[config.mk]
export PLATFORM = sky130hd
export DESIGN_NAME = scs_state
export DESIGN_NICKNAME = d
export VERILOG_FILES = /design/src/shared/scs_pkg.sv /design/src/logic/scs_state.sv
export SDC_FILE = /design/constraint.sdc
export NUM_CORES = 2
export LEC_CHECK = 0
export BUFFER_PORTS_ARGS = -buffer_cell sky130_fd_sc_hd__buf_2
export CORE_AREA = 2 2 602 305
export CTS_CLUSTER_DIAMETER = 50
export DETAILED_ROUTE_END_ITERATION = 10
export DIE_AREA = 0 0 604 307
export PLACE_DENSITY_LB_ADDON = 0.12
export SLEW_MARGIN = 20
export SYNTH_ARGS = -nofsm -noshare
export SYNTH_HDL_FRONTEND = slang
export SYNTH_SLANG_ARGS = --single-unit
[constraint.sdc]
create_clock -name core_clk -period 5.8 [get_ports core_clk]
set_input_delay 1.16 -clock core_clk [delete_from_list [all_inputs] [get_ports core_clk]]
set_output_delay 1.16 -clock core_clk [all_outputs]
set_load 0.1 [all_outputs]
[src/shared/scs_pkg.sv]
// Package for the vector control/status state block: field layout,
// reset values, save-image layout and carrier types.
// Assumes one core clock and a synchronous active-high reset.
`default_nettype none

package scs_pkg;

   ////////////////////////////////////////////////////////////////////////
   // Control/status field layout
   localparam int unsigned CSR_W      = 32;
   localparam int unsigned FLAG_LO    = 0;
   localparam int unsigned FLAG_HI    = 5;
   localparam int unsigned DZE_BIT    = 6;
   localparam int unsigned EMASK_LO   = 7;
   localparam int unsigned EMASK_HI   = 12;
   localparam int unsigned RC_LO      = 13;
   localparam int unsigned RC_HI      = 14;
   localparam int unsigned FTZ_BIT    = 15;
   localparam int unsigned NUM_FLAGS  = 6;

   localparam logic [31:0] CSR_RST      = 32'h0000_1F80;
   localparam logic [1:0]  RC_NEAREST   = 2'h0;
   localparam logic [31:0] MASK_NONE    = 32'h0000_0000;
   localparam logic [31:0] MASK_DEFAULT = 32'h0000_FFBF;
   localparam logic [31:0] MASK_FULL    = 32'h0000_FFFF;

   ////////////////////////////////////////////////////////////////////////
   // Vector registers and 512-byte save image (32 beats of 16 bytes)
   localparam int unsigned VEC_W      = 128;
   localparam int unsigned NUM_VREGS  = 8;
   localparam int unsigned VIDX_W     = 3;
   localparam int unsigned IMG_BYTES  = 512;
   localparam int unsigned IMG_BEATS  = IMG_BYTES / (VEC_W / 8);
   localparam int unsigned BEAT_W     = 5;
   localparam logic [4:0]  CSR_BEAT   = 5'h01;
   localparam logic [4:0]  VEC_BEAT0  = 5'h0A;
   localparam logic [4:0]  VEC_BEATN  = 5'h11;
   localparam logic [4:0]  LAST_BEAT  = 5'h1F;
   localparam int unsigned CSR_LSB    = 64;
   localparam int unsigned SMASK_LSB  = 96;

   typedef struct packed {
      logic [VIDX_W-1:0] idx;
      logic [VEC_W-1:0]  data;
   } scs_vwr_t;

   typedef struct packed {
      logic [BEAT_W-1:0] idx;
      logic [VEC_W-1:0]  data;
   } scs_beat_t;

   typedef enum logic [0:0] {
      SEQ_IDLE,
      SEQ_SAVE
   } scs_seq_t;

   // Mask that governs writes: a zero report means the default mask
   function automatic logic [31:0] eff_mask(input logic [31:0] reported);
      eff_mask = (reported == MASK_NONE) ? MASK_DEFAULT : reported;
   endfunction

   function automatic logic rsvd_hit(input logic [31:0] val, input logic [31:0] reported);
      rsvd_hit = |(val & ~eff_mask(reported));
   endfunction

endpackage

`default_nettype wire

[src/logic/scs_state.sv]
// Vector unit architectural state: control/status register, eight
// 128-bit vector registers, save/restore image sequencing.
// Assumes the scalar unit answers fp_idx with fp_data in the same cycle.
//
// Operation
// Hardware reset loads control/status with 1F80H
// Reset sets exception mask bits 7-12
// Reset clears sticky flags bits 0-5
// Reset sets rounding field to nearest
// Reset clears flush-to-zero bit 15
// Reset clears denormal-zero bit 6
// Reset clears all eight vector registers
// Soft init leaves all state unchanged
// Reserved-bit write faults, register not updated
// Save writes image; restore reloads it
// Mask: ones implemented, zeros reserved
// Unsupported denormal-zero may report zero mask
// Zero report means effective mask 0000FFBFH
// Nonzero mask bit 6 means mode present
// Software ANDs writes with effective mask
// Vector file separate from scalar registers
// Software orders multimedia/scalar transitions
// Native precision, no widening
// Mask is fixed read-only constant; mask_r reads zero in reset and until the first clock edge after release
`timescale 1ns/10ps
`default_nettype none

module scs_state #(
   parameter logic DZE_SUPPORTED = 1'b1
) (
   input  wire logic                       core_clk,
   input  wire logic                       srst,
   input  wire logic                       soft_init,
   input  wire logic                       ld_valid,
   input  wire logic [31:0]                ld_data,
   input  wire logic [scs_pkg::NUM_FLAGS-1:0] exc_flags,
   input  wire logic                       vw_valid,
   input  wire scs_pkg::scs_vwr_t          vw,
   input  wire logic [scs_pkg::VIDX_W-1:0] vr_idx,
   input  wire logic                       save_req,
   input  wire logic [scs_pkg::VEC_W-1:0]  fp_data,
   input  wire logic                       rst_valid,
   input  wire scs_pkg::scs_beat_t         rst_beat,
   output logic [31:0]                     csr_q,
   output logic [31:0]                     mask_q,
   output logic [scs_pkg::VEC_W-1:0]       vr_data,
   output logic                            fault,
   output logic                            save_busy,
   output logic [scs_pkg::BEAT_W-1:0]      fp_idx,
   output logic                            img_valid,
   output scs_pkg::scs_beat_t              img
);

   ////////////////////////////////////////////////////////////////////////
   // Fixed supported-bits mask
   // Zero report when denormal-zero absent keeps old software happy
   localparam logic [31:0] REPORTED_MASK =
      DZE_SUPPORTED ? scs_pkg::MASK_FULL : scs_pkg::MASK_NONE;

   // Beat decode shared by restore, save and checks
   function automatic logic vec_beat(input logic [scs_pkg::BEAT_W-1:0] idx);
      vec_beat = idx >= scs_pkg::VEC_BEAT0 && idx <= scs_pkg::VEC_BEATN;
   endfunction

   function automatic logic [scs_pkg::VIDX_W-1:0] vec_slot(input logic [scs_pkg::BEAT_W-1:0] idx);
      vec_slot = 3'(idx - scs_pkg::VEC_BEAT0);
   endfunction

   logic [31:0]                  csr_r;
   logic [31:0]                  csr_nxt;
   logic [31:0]                  mask_r;
   logic [scs_pkg::VEC_W-1:0]    vreg_r [scs_pkg::NUM_VREGS];
   logic [scs_pkg::VEC_W-1:0]    vr_data_r;
   logic                         fault_r;
   scs_pkg::scs_seq_t            seq_r;
   logic [scs_pkg::BEAT_W-1:0]   cnt_r;
   logic                         img_valid_r;
   logic                         busy_r;
   scs_pkg::scs_beat_t           img_r;

   logic                         rst_csr;
   logic                         rst_vec;
   logic                         ld_bad;
   logic                         rst_bad;
   logic [scs_pkg::VIDX_W-1:0]   rst_vidx;
   logic [scs_pkg::VIDX_W-1:0]   save_vidx;

   // Restores are refused while a save streams out
   assign rst_csr  = rst_valid && seq_r == scs_pkg::SEQ_IDLE && rst_beat.idx == scs_pkg::CSR_BEAT;
   assign rst_vec  = rst_valid && seq_r == scs_pkg::SEQ_IDLE && vec_beat(rst_beat.idx);
   assign ld_bad   = ld_valid && scs_pkg::rsvd_hit(ld_data, REPORTED_MASK);
   assign rst_bad  = rst_csr && scs_pkg::rsvd_hit(rst_beat.data[scs_pkg::CSR_LSB +: 32], REPORTED_MASK);
   assign rst_vidx = vec_slot(rst_beat.idx);
   assign save_vidx = vec_slot(cnt_r);

   ////////////////////////////////////////////////////////////////////////
   // Control/status register
   always_comb begin
      csr_nxt = csr_r;
      if (rst_csr && !rst_bad) begin
         csr_nxt = rst_beat.data[scs_pkg::CSR_LSB +: 32];
      end else if (ld_valid && !ld_bad) begin
         csr_nxt = ld_data;
      end
      // A flag raised in the cycle of a load survives it
      csr_nxt[scs_pkg::FLAG_HI:scs_pkg::FLAG_LO] = csr_nxt[scs_pkg::FLAG_HI:scs_pkg::FLAG_LO] | exc_flags;
   end

   always_ff @(posedge core_clk) begin
      if (srst) begin
         csr_r <= scs_pkg::CSR_RST;
      end else begin
         csr_r <= csr_nxt;
      end
   end

   always_ff @(posedge core_clk) begin
      if (srst) begin
         fault_r <= 1'b0;
      end else begin
         fault_r <= ld_bad || rst_bad;
      end
   end

   always_ff @(posedge core_clk) begin
      if (srst) begin
         mask_r <= 32'h0000_0000;
      end else begin
         mask_r <= REPORTED_MASK;
      end
   end

   ////////////////////////////////////////////////////////////////////////
   // Vector register file, private to the vector unit
   // Results arrive already in native width; nothing here widens them
   always_ff @(posedge core_clk) begin
      if (srst) begin
         for (int i = 0; i < scs_pkg::NUM_VREGS; i++) begin
            vreg_r[i] <= '0;
         end
      end else begin
         if (vw_valid) begin
            vreg_r[vw.idx] <= vw.data;
         end
         // Restore placed last: it wins on the same slot, other slots keep the write
         if (rst_vec) begin
            vreg_r[rst_vidx] <= rst_beat.data;
         end
      end
   end

   always_ff @(posedge core_clk) begin
      if (srst) begin
         vr_data_r <= '0;
      end else begin
         vr_data_r <= vreg_r[vr_idx];
      end
   end

   ////////////////////////////////////////////////////////////////////////
   // Save image sequencer: one 16-byte beat per cycle, 32 beats
   always_ff @(posedge core_clk) begin
      if (srst) begin
         seq_r <= scs_pkg::SEQ_IDLE;
         cnt_r <= '0;
      end else begin
         case (seq_r)
            scs_pkg::SEQ_IDLE: begin
               cnt_r <= '0;
               if (save_req) begin
                  seq_r <= scs_pkg::SEQ_SAVE;
               end
            end
            scs_pkg::SEQ_SAVE: begin
               cnt_r <= cnt_r + 5'h01;
               if (cnt_r == scs_pkg::LAST_BEAT) begin
                  seq_r <= scs_pkg::SEQ_IDLE;
               end
            end
            default: begin
               seq_r <= scs_pkg::SEQ_IDLE;
            end
         endcase
      end
   end

   // Own flop so the busy output carries no decode
   always_ff @(posedge core_clk) begin
      if (srst) begin
         busy_r <= 1'b0;
      end else if (seq_r == scs_pkg::SEQ_IDLE) begin
         busy_r <= save_req;
      end else begin
         busy_r <= cnt_r != scs_pkg::LAST_BEAT;
      end
   end

   always_ff @(posedge core_clk) begin
      if (srst) begin
         img_valid_r <= 1'b0;
         img_r       <= '0;
      end else begin
         img_valid_r <= seq_r == scs_pkg::SEQ_SAVE;
         img_r.idx   <= cnt_r;
         if (cnt_r == scs_pkg::CSR_BEAT) begin
            img_r.data <= {mask_r, csr_r, fp_data[63:0]};
         end else if (vec_beat(cnt_r)) begin
            img_r.data <= vreg_r[save_vidx];
         end else begin
            img_r.data <= fp_data;
         end
      end
   end

   assign csr_q     = csr_r;
   assign mask_q    = mask_r;
   assign vr_data   = vr_data_r;
   assign fault     = fault_r;
   assign save_busy = busy_r;
   assign fp_idx    = cnt_r;
   assign img_valid = img_valid_r;
   assign img       = img_r;

   ////////////////////////////////////////////////////////////////////////
   // Checks
   int unsigned save_len;
   always_ff @(posedge core_clk) begin
      if (srst || !img_valid_r) begin
         save_len <= 0;
      end else begin
         save_len <= save_len + 1;
      end
   end

   // Reset values
   a_reset_value: assert property (@(posedge core_clk)
      srst |=> csr_r == scs_pkg::CSR_RST)
      else $error("control/status not 1F80 after reset");

   a_reset_masks: assert property (@(posedge core_clk)
      srst |=> csr_r[scs_pkg::EMASK_HI:scs_pkg::EMASK_LO] == 6'h3F && csr_r[scs_pkg::FLAG_HI:0] == 6'h00)
      else $error("mask or flag bits wrong after reset");

   a_reset_modes: assert property (@(posedge core_clk)
      srst |=> csr_r[scs_pkg::RC_HI:scs_pkg::RC_LO] == scs_pkg::RC_NEAREST && !csr_r[scs_pkg::FTZ_BIT]
      && !csr_r[scs_pkg::DZE_BIT])
      else $error("mode bits wrong after reset");

   // Second cycle after release: the read flop then shows the file, not its own reset
   a_vreg_zero: assert property (@(posedge core_clk) disable iff (srst)
      $past(srst, 2) && !$past(srst) |-> vr_data_r == '0)
      else $error("vector register not zero after reset");

   // Loads, restores and faults
   a_rsvd_fault: assert property (@(posedge core_clk) disable iff (srst)
      ld_valid && |(ld_data & ~scs_pkg::eff_mask(REPORTED_MASK)) && !rst_csr
      |=> fault_r && csr_r[31:6] == $past(csr_r[31:6]))
      else $error("reserved write not faulted or register changed");

   a_default_mask: assert property (@(posedge core_clk) disable iff (srst)
      REPORTED_MASK == scs_pkg::MASK_NONE && ld_valid && ld_data[scs_pkg::DZE_BIT] && !rst_csr |=> fault_r)
      else $error("denormal-zero write not refused under default mask");

   a_good_load: assert property (@(posedge core_clk) disable iff (srst)
      ld_valid && !ld_bad && !rst_csr && exc_flags == '0 |=> csr_r == $past(ld_data) && !fault_r)
      else $error("legal load not applied");

   a_fault_cause: assert property (@(posedge core_clk) disable iff (srst)
      fault_r |-> $past(ld_valid) || $past(rst_valid))
      else $error("fault without a write");

   a_restore_csr: assert property (@(posedge core_clk) disable iff (srst)
      rst_csr && !rst_bad && exc_flags == '0 |=> csr_r == $past(rst_beat.data[scs_pkg::CSR_LSB +: 32]))
      else $error("restored control word not applied");

   a_busy_refuse: assert property (@(posedge core_clk) disable iff (srst)
      seq_r == scs_pkg::SEQ_SAVE && rst_valid && !ld_valid && exc_flags == '0 |=> $stable(csr_r))
      else $error("restore taken during save");

   a_flag_sticky: assert property (@(posedge core_clk) disable iff (srst)
      exc_flags[0] |=> csr_r[0])
      else $error("raised flag lost");

   a_flags_all: assert property (@(posedge core_clk) disable iff (srst)
      exc_flags != '0 |=> (csr_r[scs_pkg::FLAG_HI:scs_pkg::FLAG_LO] & $past(exc_flags)) == $past(exc_flags))
      else $error("raised flags not all kept");

   a_init_quiet: assert property (@(posedge core_clk) disable iff (srst)
      soft_init && !ld_valid && !rst_valid && exc_flags == '0 |=> $stable(csr_r))
      else $error("soft init disturbed control/status");

   // Supported-bits mask
   a_mask_fixed: assert property (@(posedge core_clk) disable iff (srst)
      !$past(srst) |-> mask_r == REPORTED_MASK && (mask_r == 32'h0 || mask_r[15:0] == 16'hFFFF))
      else $error("supported mask not the fixed constant");

   a_mask_dze: assert property (@(posedge core_clk) disable iff (srst)
      !$past(srst) |-> mask_r[scs_pkg::DZE_BIT] == DZE_SUPPORTED)
      else $error("mask bit 6 disagrees with denormal-zero support");

   // Vector file
   a_vec_write: assert property (@(posedge core_clk) disable iff (srst)
      vw_valid && !(rst_vec && rst_vidx == vw.idx) |=> vreg_r[$past(vw.idx)] == $past(vw.data))
      else $error("vector write not stored");

   a_restore_vec: assert property (@(posedge core_clk) disable iff (srst)
      rst_vec |=> vreg_r[$past(rst_vidx)] == $past(rst_beat.data))
      else $error("restored vector beat not stored");

   a_vec_read: assert property (@(posedge core_clk) disable iff (srst)
      !$past(srst) |-> vr_data_r == $past(vreg_r[vr_idx]))
      else $error("vector read data wrong");

   // Save image
   a_img_csr: assert property (@(posedge core_clk) disable iff (srst)
      img_valid_r && img_r.idx == scs_pkg::CSR_BEAT && !$past(ld_valid) && !$past(rst_valid)
      && $past(exc_flags) == '0 |-> img_r.data[scs_pkg::CSR_LSB +: 32] == csr_r
      && img_r.data[scs_pkg::SMASK_LSB +: 32] == mask_r)
      else $error("save image control word wrong");

   a_vec_beats: assert property (@(posedge core_clk) disable iff (srst)
      img_valid_r && vec_beat(img_r.idx) && !$past(vw_valid) |-> img_r.data == vreg_r[vec_slot(img_r.idx)])
      else $error("save image vector beat wrong");

   a_other_beat: assert property (@(posedge core_clk) disable iff (srst)
      img_valid_r && img_r.idx != scs_pkg::CSR_BEAT && !vec_beat(img_r.idx) |-> img_r.data == $past(fp_data))
      else $error("save image scalar beat wrong");

   // Length counted in save_len: a 32-long repetition would unroll too slowly
   a_save_len: assert property (@(posedge core_clk) disable iff (srst)
      save_len <= 32'(scs_pkg::IMG_BEATS))
      else $error("save image longer than 512 bytes");

   a_save_start: assert property (@(posedge core_clk) disable iff (srst)
      seq_r == scs_pkg::SEQ_IDLE && save_req |=> ##1 img_valid_r && img_r.idx == 5'h00
      ##31 img_valid_r && img_r.idx == scs_pkg::LAST_BEAT ##1 !img_valid_r)
      else $error("save beat sequence wrong");

   a_busy_state: assert property (@(posedge core_clk) disable iff (srst)
      busy_r == (seq_r == scs_pkg::SEQ_SAVE))
      else $error("busy flag out of step with sequencer");

   a_img_quiet: assert property (@(posedge core_clk) disable iff (srst)
      !busy_r |=> !img_valid_r)
      else $error("image beat outside a save");

   c_save_run: cover property (@(posedge core_clk) img_valid_r && img_r.idx == scs_pkg::LAST_BEAT);
   c_fault_seen: cover property (@(posedge core_clk) fault_r);
   c_restore_csr: cover property (@(posedge core_clk) rst_csr && !rst_bad);
   c_flag_on_load: cover property (@(posedge core_clk) ld_valid && exc_flags != '0);
   c_restore_busy: cover property (@(posedge core_clk) rst_valid && seq_r == scs_pkg::SEQ_SAVE);

endmodule // scs_state

`default_nettype wire

# Yosys cells after proc, flatten, opt, wreduce, memory -nomap -nowiden
# Memories as Yosys holds them, arrays and structs flattened. A register that Yosys moved wholly into a read port is not among the register bits.
# Cells that the tools add are included.
dict set report classes {
  add_sub_neg 3
  magnitude_cmp 4
  eq_ne 4
  n_mux 24
  n_bitwise 2
  n_reduce_logical 17
}
# op n
set ops {}
lappend ops {{$mux W128} 4}
lappend ops {{$reduce_or A128 Y1} 2}
lappend ops {{$mux W32} 2}
lappend ops {{$reduce_or A16 Y1} 2}
lappend ops {{$mux W16} 1}
lappend ops {{$mux W1} 13}
lappend ops {{$eq A5 B1 Y1 const B} 2}
lappend ops {{$ge A5 B4 Y1 const B} 2}
lappend ops {{$le A5 B5 Y1 const B} 2}
lappend ops {{$pmux W5 S2} 1}
lappend ops {{$logic_and A1 B1 Y1} 9}
lappend ops {{$mux W3} 2}
lappend ops {{$or A6 B6 Y6} 1}
lappend ops {{$sub A3 B2 Y3 const B} 2}
lappend ops {{$add A5 B1 Y5 const B} 1}
lappend ops {{$eq A5 B5 Y1 const B} 1}
lappend ops {{$ne A5 B5 Y1 const B} 1}
lappend ops {{$logic_not A1 Y1} 2}
lappend ops {{$pmux W1 S2} 1}
lappend ops {{$reduce_bool A2 Y1} 1}
lappend ops {{$logic_or A1 B1 Y1} 1}
lappend ops {{$not A1 Y1} 1}
dict set report totals {
  register_bits 206
  ram_bits 1024
  inputBits 440
  output_inout_bits 333
  wordCells 65
  memories 1
}
# name words word_bits rd rd_ports_with_merged_regs write_ports line_no
set mem_list {}
lappend mem_list {vreg_r 8 128 2 1 8 scs_state.sv:72} ;# logic [scs_pkg::VEC_W-1:0] vreg_r [scs_pkg::NUM_VREGS];

# Longest topological paths before layout
dict set report logic_depth {
  ltp_word 8
  depth_mapped 14
  ltp_nobuf 7
}

# Worst setup path before layout
# No wires, ideal clock.
dict set report synth_timing {
  kind {input to register}
  start {input rst_beat[130] (netlist name)}
  end {memory vreg_r[7][0] (netlist name) (enable)}
  setup_ps 494
  arrival_ps 4945
  t_required_ps 5306
  slack_ps 361
  cell_stages 7
  path_buffers 4
  path_cell_list {clkbuf_1 nor3_1 and3_1 buf_2 buf_4 buf_2 or3_1}
}
# element line_no
set synth_rtl {}
lappend synth_rtl {{start, declared} scs_state.sv:43} ;# input wire scs_pkg::scs_beat_t rst_beat,
lappend synth_rtl {{end, declared} scs_state.sv:72}

# Worst setup path in the final report
dict set report layout_timing {
  start {register cnt_r (netlist bit fp_idx[1])}
  end {register img_r (netlist bit img[10])}
}
dict set report layout_via {
  elab_chain_cells 4
  elab_cells_between_ends 8
  classes_between {1 x add/sub; 2 x order compare; 1 x eq/ne; 2 x mux; 1 x reduce/logical; 1 x memory}
}
# element line_no
set layout_rtl {}
lappend layout_rtl {{start, declared} scs_state.sv:76} ;# logic [scs_pkg::BEAT_W-1:0] cnt_r;
lappend layout_rtl {{start signal, assigned} scs_state.sv:175} ;# cnt_r <= cnt_r + 5'h01;
lappend layout_rtl {{$sub A3 B2 Y3 (tied with other cells)} scs_state.sv:66} ;# vec_slot = 3'(idx - scs_pkg::VEC_BEAT0);
lappend layout_rtl {{$mem_v2 Z8 W128 / $logic_and A1 B1 Y1 (equally long branches)} --}
lappend layout_rtl {{$mux W128} scs_state.sv:207} ;# end else if (vec_beat(cnt_r)) begin
lappend layout_rtl {{$mux W128 *} scs_state.sv:205} ;# if (cnt_r == scs_pkg::CSR_BEAT) begin
lappend layout_rtl {{end, declared} scs_state.sv:79} ;# scs_pkg::scs_beat_t img_r;
# Every way passes the cells marked *; elsewhere a longest branch is shown, timed or not.
# A chain may end at the register's enable or synchronous reset.

==> impl_metrics.toml <==
[run_status]
status = "complete, no violations"

[floorplan]
rows = 111
die_area_sq_um = 185000
fp.dieW_um = 604
die_h_um = 307
io_pins = 773
core_area_sq_um = 181000
initial_core_util_pct = 39.6

[routing]
drc_errors = 0
avgViaCountPerCell = 5.90
num_vias = 56400
drtPass1Iterations = 6
wl_per_cell_um = 30.1
wl_um = 288000
drtAntennaViolNets = 0
drt_iter0_markers = 6967

[yosys]
synth_flop_cell = "edfxtp_1"
synth_area_sq_um = 71700
synthCells = 6801
synth_edf_count = 1024
synth-async-reset-ratio_pct = 0
synth_seq_area_share_pct = 51.3
synth-warning-count = 0
synth_cell_types = 47
synth-seq-cells = 1326
avgSynthCellArea_sq_um = 10.5

[clocking]
cts_sinks = 1326
postCtsSetupRepairBufs = 0
clkLatencyLatePin_ns = 0.79
cts_buffers = 149
cts.htree.levels = 4
clock-root-buffer = "clkbuf_16"
cts_resized = 0
cts_tree = "yes"
clockBufferDepth = 4
clkTransAtPathRegs_ns = 0.07
cts_hold_buf = 0

[pwr]
leakagePower_nw = 29.3
clkPwrFrac_pct = 40.5
seq_power_share_pct = 45.6
peakVddDrop_v = 0.000183
p_int_w = 0.0174
power.density_nw_per_um2 = 301
combinationalPowerShare_pct = 14.0
switchingPower_w = 0.00688
swShare_pct = 28.4

[setup_path]
cp_common_cell = "buf_4"
critPathKind = "flip-flop to flip-flop"
worstPathArrival_ns = 4.60
cpPeakStageDelay_ns = 0.79
crit_path_start_kind = "flip-flop"
rr_worst_depth = 10
r2r-end = "img[10]"
cp_cell_sequence = "inv_4 -> buf_4 -> ha_1 -> nand2b_1 -> a21oi_2 -> buf_4 -> or2_4 -> buf_12 -> nor2_1 -> a311oi_1"
reg2reg_slack_ns = 1.84
crit_path_end_kind = "flip-flop"
worstReg2RegStart = "fp_idx[1]"
cp_max_fo = 57
crit_slowest_cell = "or2_4"
worstPathRequired_ns = 6.44

[timing]
period_needed_ns = 3.96
max-slew-margin-rel_pct = 14.1
max_clock_freq_mhz = 253
hold_viol_final = 0
rsz0062_at_grt = "no"
final.setup.worst_slack_ns = 1.84
fin_crit_sh_pct = 68.2
slew_viol_final = 0
setup_viol = 0
timing_worst_slew_pin_value_ns = 1.29
setup-tns-final_ns = 0
fin_skew_ns = 0.0368

[grt]
antenna_found_initial = 73
track_usage_pct = 30.5
gr-total-overflow = 0
grt_pass1_wl_um = 410000
first_global_vias = 54700
grt_start_max_net_pins = 181

[hold_path]
whs_path_depth = 2
min-delay-start = "csr_q[23]"
hold_end = "img[87]"
holdCritPathClass = "flip-flop to flip-flop"

[run]
drv_cap = 0

[layout]
final_layout_size_suffix_gt1_share_pct = 22.8
area_growth_pct = 12.5
final_nets = 7428
postLayoutCellArea_sq_um = 80600

[placement]
gp_congestion = 0.829
hpwl_um = 161000
io_buffers = 755
pre_cts_ws_ns = 1.40
place_area_sq_um = 75600
==> cell type report <==
class | instances | area [sq um]
Timing Repair Buffer | 873 | 5260
Clock buffer | 211 | 4360
Tap cell | 2429 | 3040
Clock inverter | 47 | 493
Sequential cell | 1326 | 36800
Antenna cell | 44 | 110
Fill cell | 16700 | 100000
Inverter | 6 | 25.0
Multi-Input combinational cell | 4626 | 30500
==> metrics by stage <==
step / cells / total power (W) / hold WS [ns] / utilization [%]
2_1_floorplan: 6816 / 0.0136 / 0.680 / -
3_3_place_gp: 9260 / 0.0146 / 0.457 / 41.8
3_5_place_dp: 9260 / 0.0146 / 0.460 / 41.8
4_1_cts: 9518 / 0.0243 / 0.472 / 44.5
5_1_grt: 9550 / 0.0249 / 0.494 / 44.5
6_report: 9562 / 0.0242 / 0.472 / 44.5
==> synthesized netlist by cell type, types with 2 or more instances <==
cell	count	area, sq um
mux4_2	480	10800
and2_1	18	113
inv_2	3	11.3
dfxtp_1	302	6050
ha_1	6	75.1
and4b_1	2	20.0
o21ai_1	295	1480
a211oi_2	4	50.1
nand2_1	2225	8350
or3_1	15	93.8
clkbuf_2	15	75.1
nand2b_1	6	37.5
clkbuf_1	271	1020
nor2_1	235	882
buf_2	276	1380
mux2i_1	241	2410
nor2b_1	4	25.0
buf_6	23	259
a311oi_1	68	596
edfxtp_1	1024	30700
nand3b_1	2	15.0
or2_1	2	12.5
buf_4	213	1600
nor3_1	12	60.1
inv_1	3	11.3
a21oi_1	84	420
o211ai_1	32	240
nand3_1	282	1410
nor4_1	9	56.3
a211oi_1	12	90.1
buf_1	59	221
nor3_2	2	20.0
and3_1	13	81.3
and3b_2	2	20.0
a22oi_1	32	240
o21ai_0	518	2590
==> per-layer routing <==
layer  share of wire [%]  track usage [%]  vias up  wire [um]
met2                  46             46.8     3276     131000
met3                 9.2             6.05      525      26300
met5               0.044                0        -        126
met4                 3.3             10.9       20       9630
li1                    -                -    24500          -
met1                  42             43.1    28100     121000
==> power groups by stage <==
stage | logic, W | registers (W) | clock network [W]
after detailed placement | 0.00338 | 0.0112 | 0
after CTS | 0.00338 | 0.0110 | 0.00993
after floorplan | 0.00154 | 0.0121 | 0
after global routing | 0.00352 | 0.0111 | 0.0103
after global placement | 0.00336 | 0.0112 | 0
final | 0.00338 | 0.0110 | 0.00981
==> kinds of logic (layout without fill, tap and decap cells) <==
| logic type | after synthesis | after routing | synth area share, % |
|---|---|---|---|
| AND/OR/NAND/NOR | 2835 | 2835 | 15.7 |
| flip-flops | 1326 | 1326 | 51.3 |
| AO/OA/AOI/OAI | 1046 | 1046 | 7.97 |
| buffers and inverters | 864 | 1137 | 6.40 |
| multiplexers | 721 | 721 | 18.4 |
| adder cells (fa/ha/maj) | 6 | 6 | 0.105 |
| XOR/XNOR | 2 | 2 | 0.0244 |
| other | 1 | 60 | 0.00523 |
==> worst max path at each step <==
| stage | startpoint | endpoint | cells past startpoint | slack (ns) |
|---|---|---|---|---|
| detailed placement | srst | vreg_r[7][17] | 6 | 1.40 |
| finish | fp_idx[1] | img[10] | 10 | 1.84 |
| global route | fp_idx[1] | img[10] | 10 | 1.66 |
| global placement | srst | vreg_r[7][54] | 6 | 1.38 |
| floorplan | rst_beat[130] | vreg_r[7][0] | 7 | 0.36 |
| CTS | fp_idx[1] | img[10] | 10 | 1.86 |
==> state kept, by name (all words and copies together), names as in the netlist <==
signal,cells
img_valid,1
mask_q,1
fp_idx,5
csr_q,32
fault,1
vreg_r,1024
seq_r,1
vr_data,128
img,133
==> cell usage in the layout (no fill, tap or decap), types with 233 or more instances in the layout <==
cell	n
nor2_1	233
buf_2	751
mux4_2	480
o21ai_0	518
edfxtp_1	1024
nand2_1	2225
o21ai_1	295
nand3_1	280
dfxtp_1	300
mux2i_1	241
==> critical path: cells and delay by family, from the launching register on <==
family,cells,cell delay (ns)
compound gates,2,0.56
buf+inv,4,1.41
simple gates,3,1.03
flops,1,0.36
fa+ha+maj,1,0.28
Power figures use the tool's default switching activity.
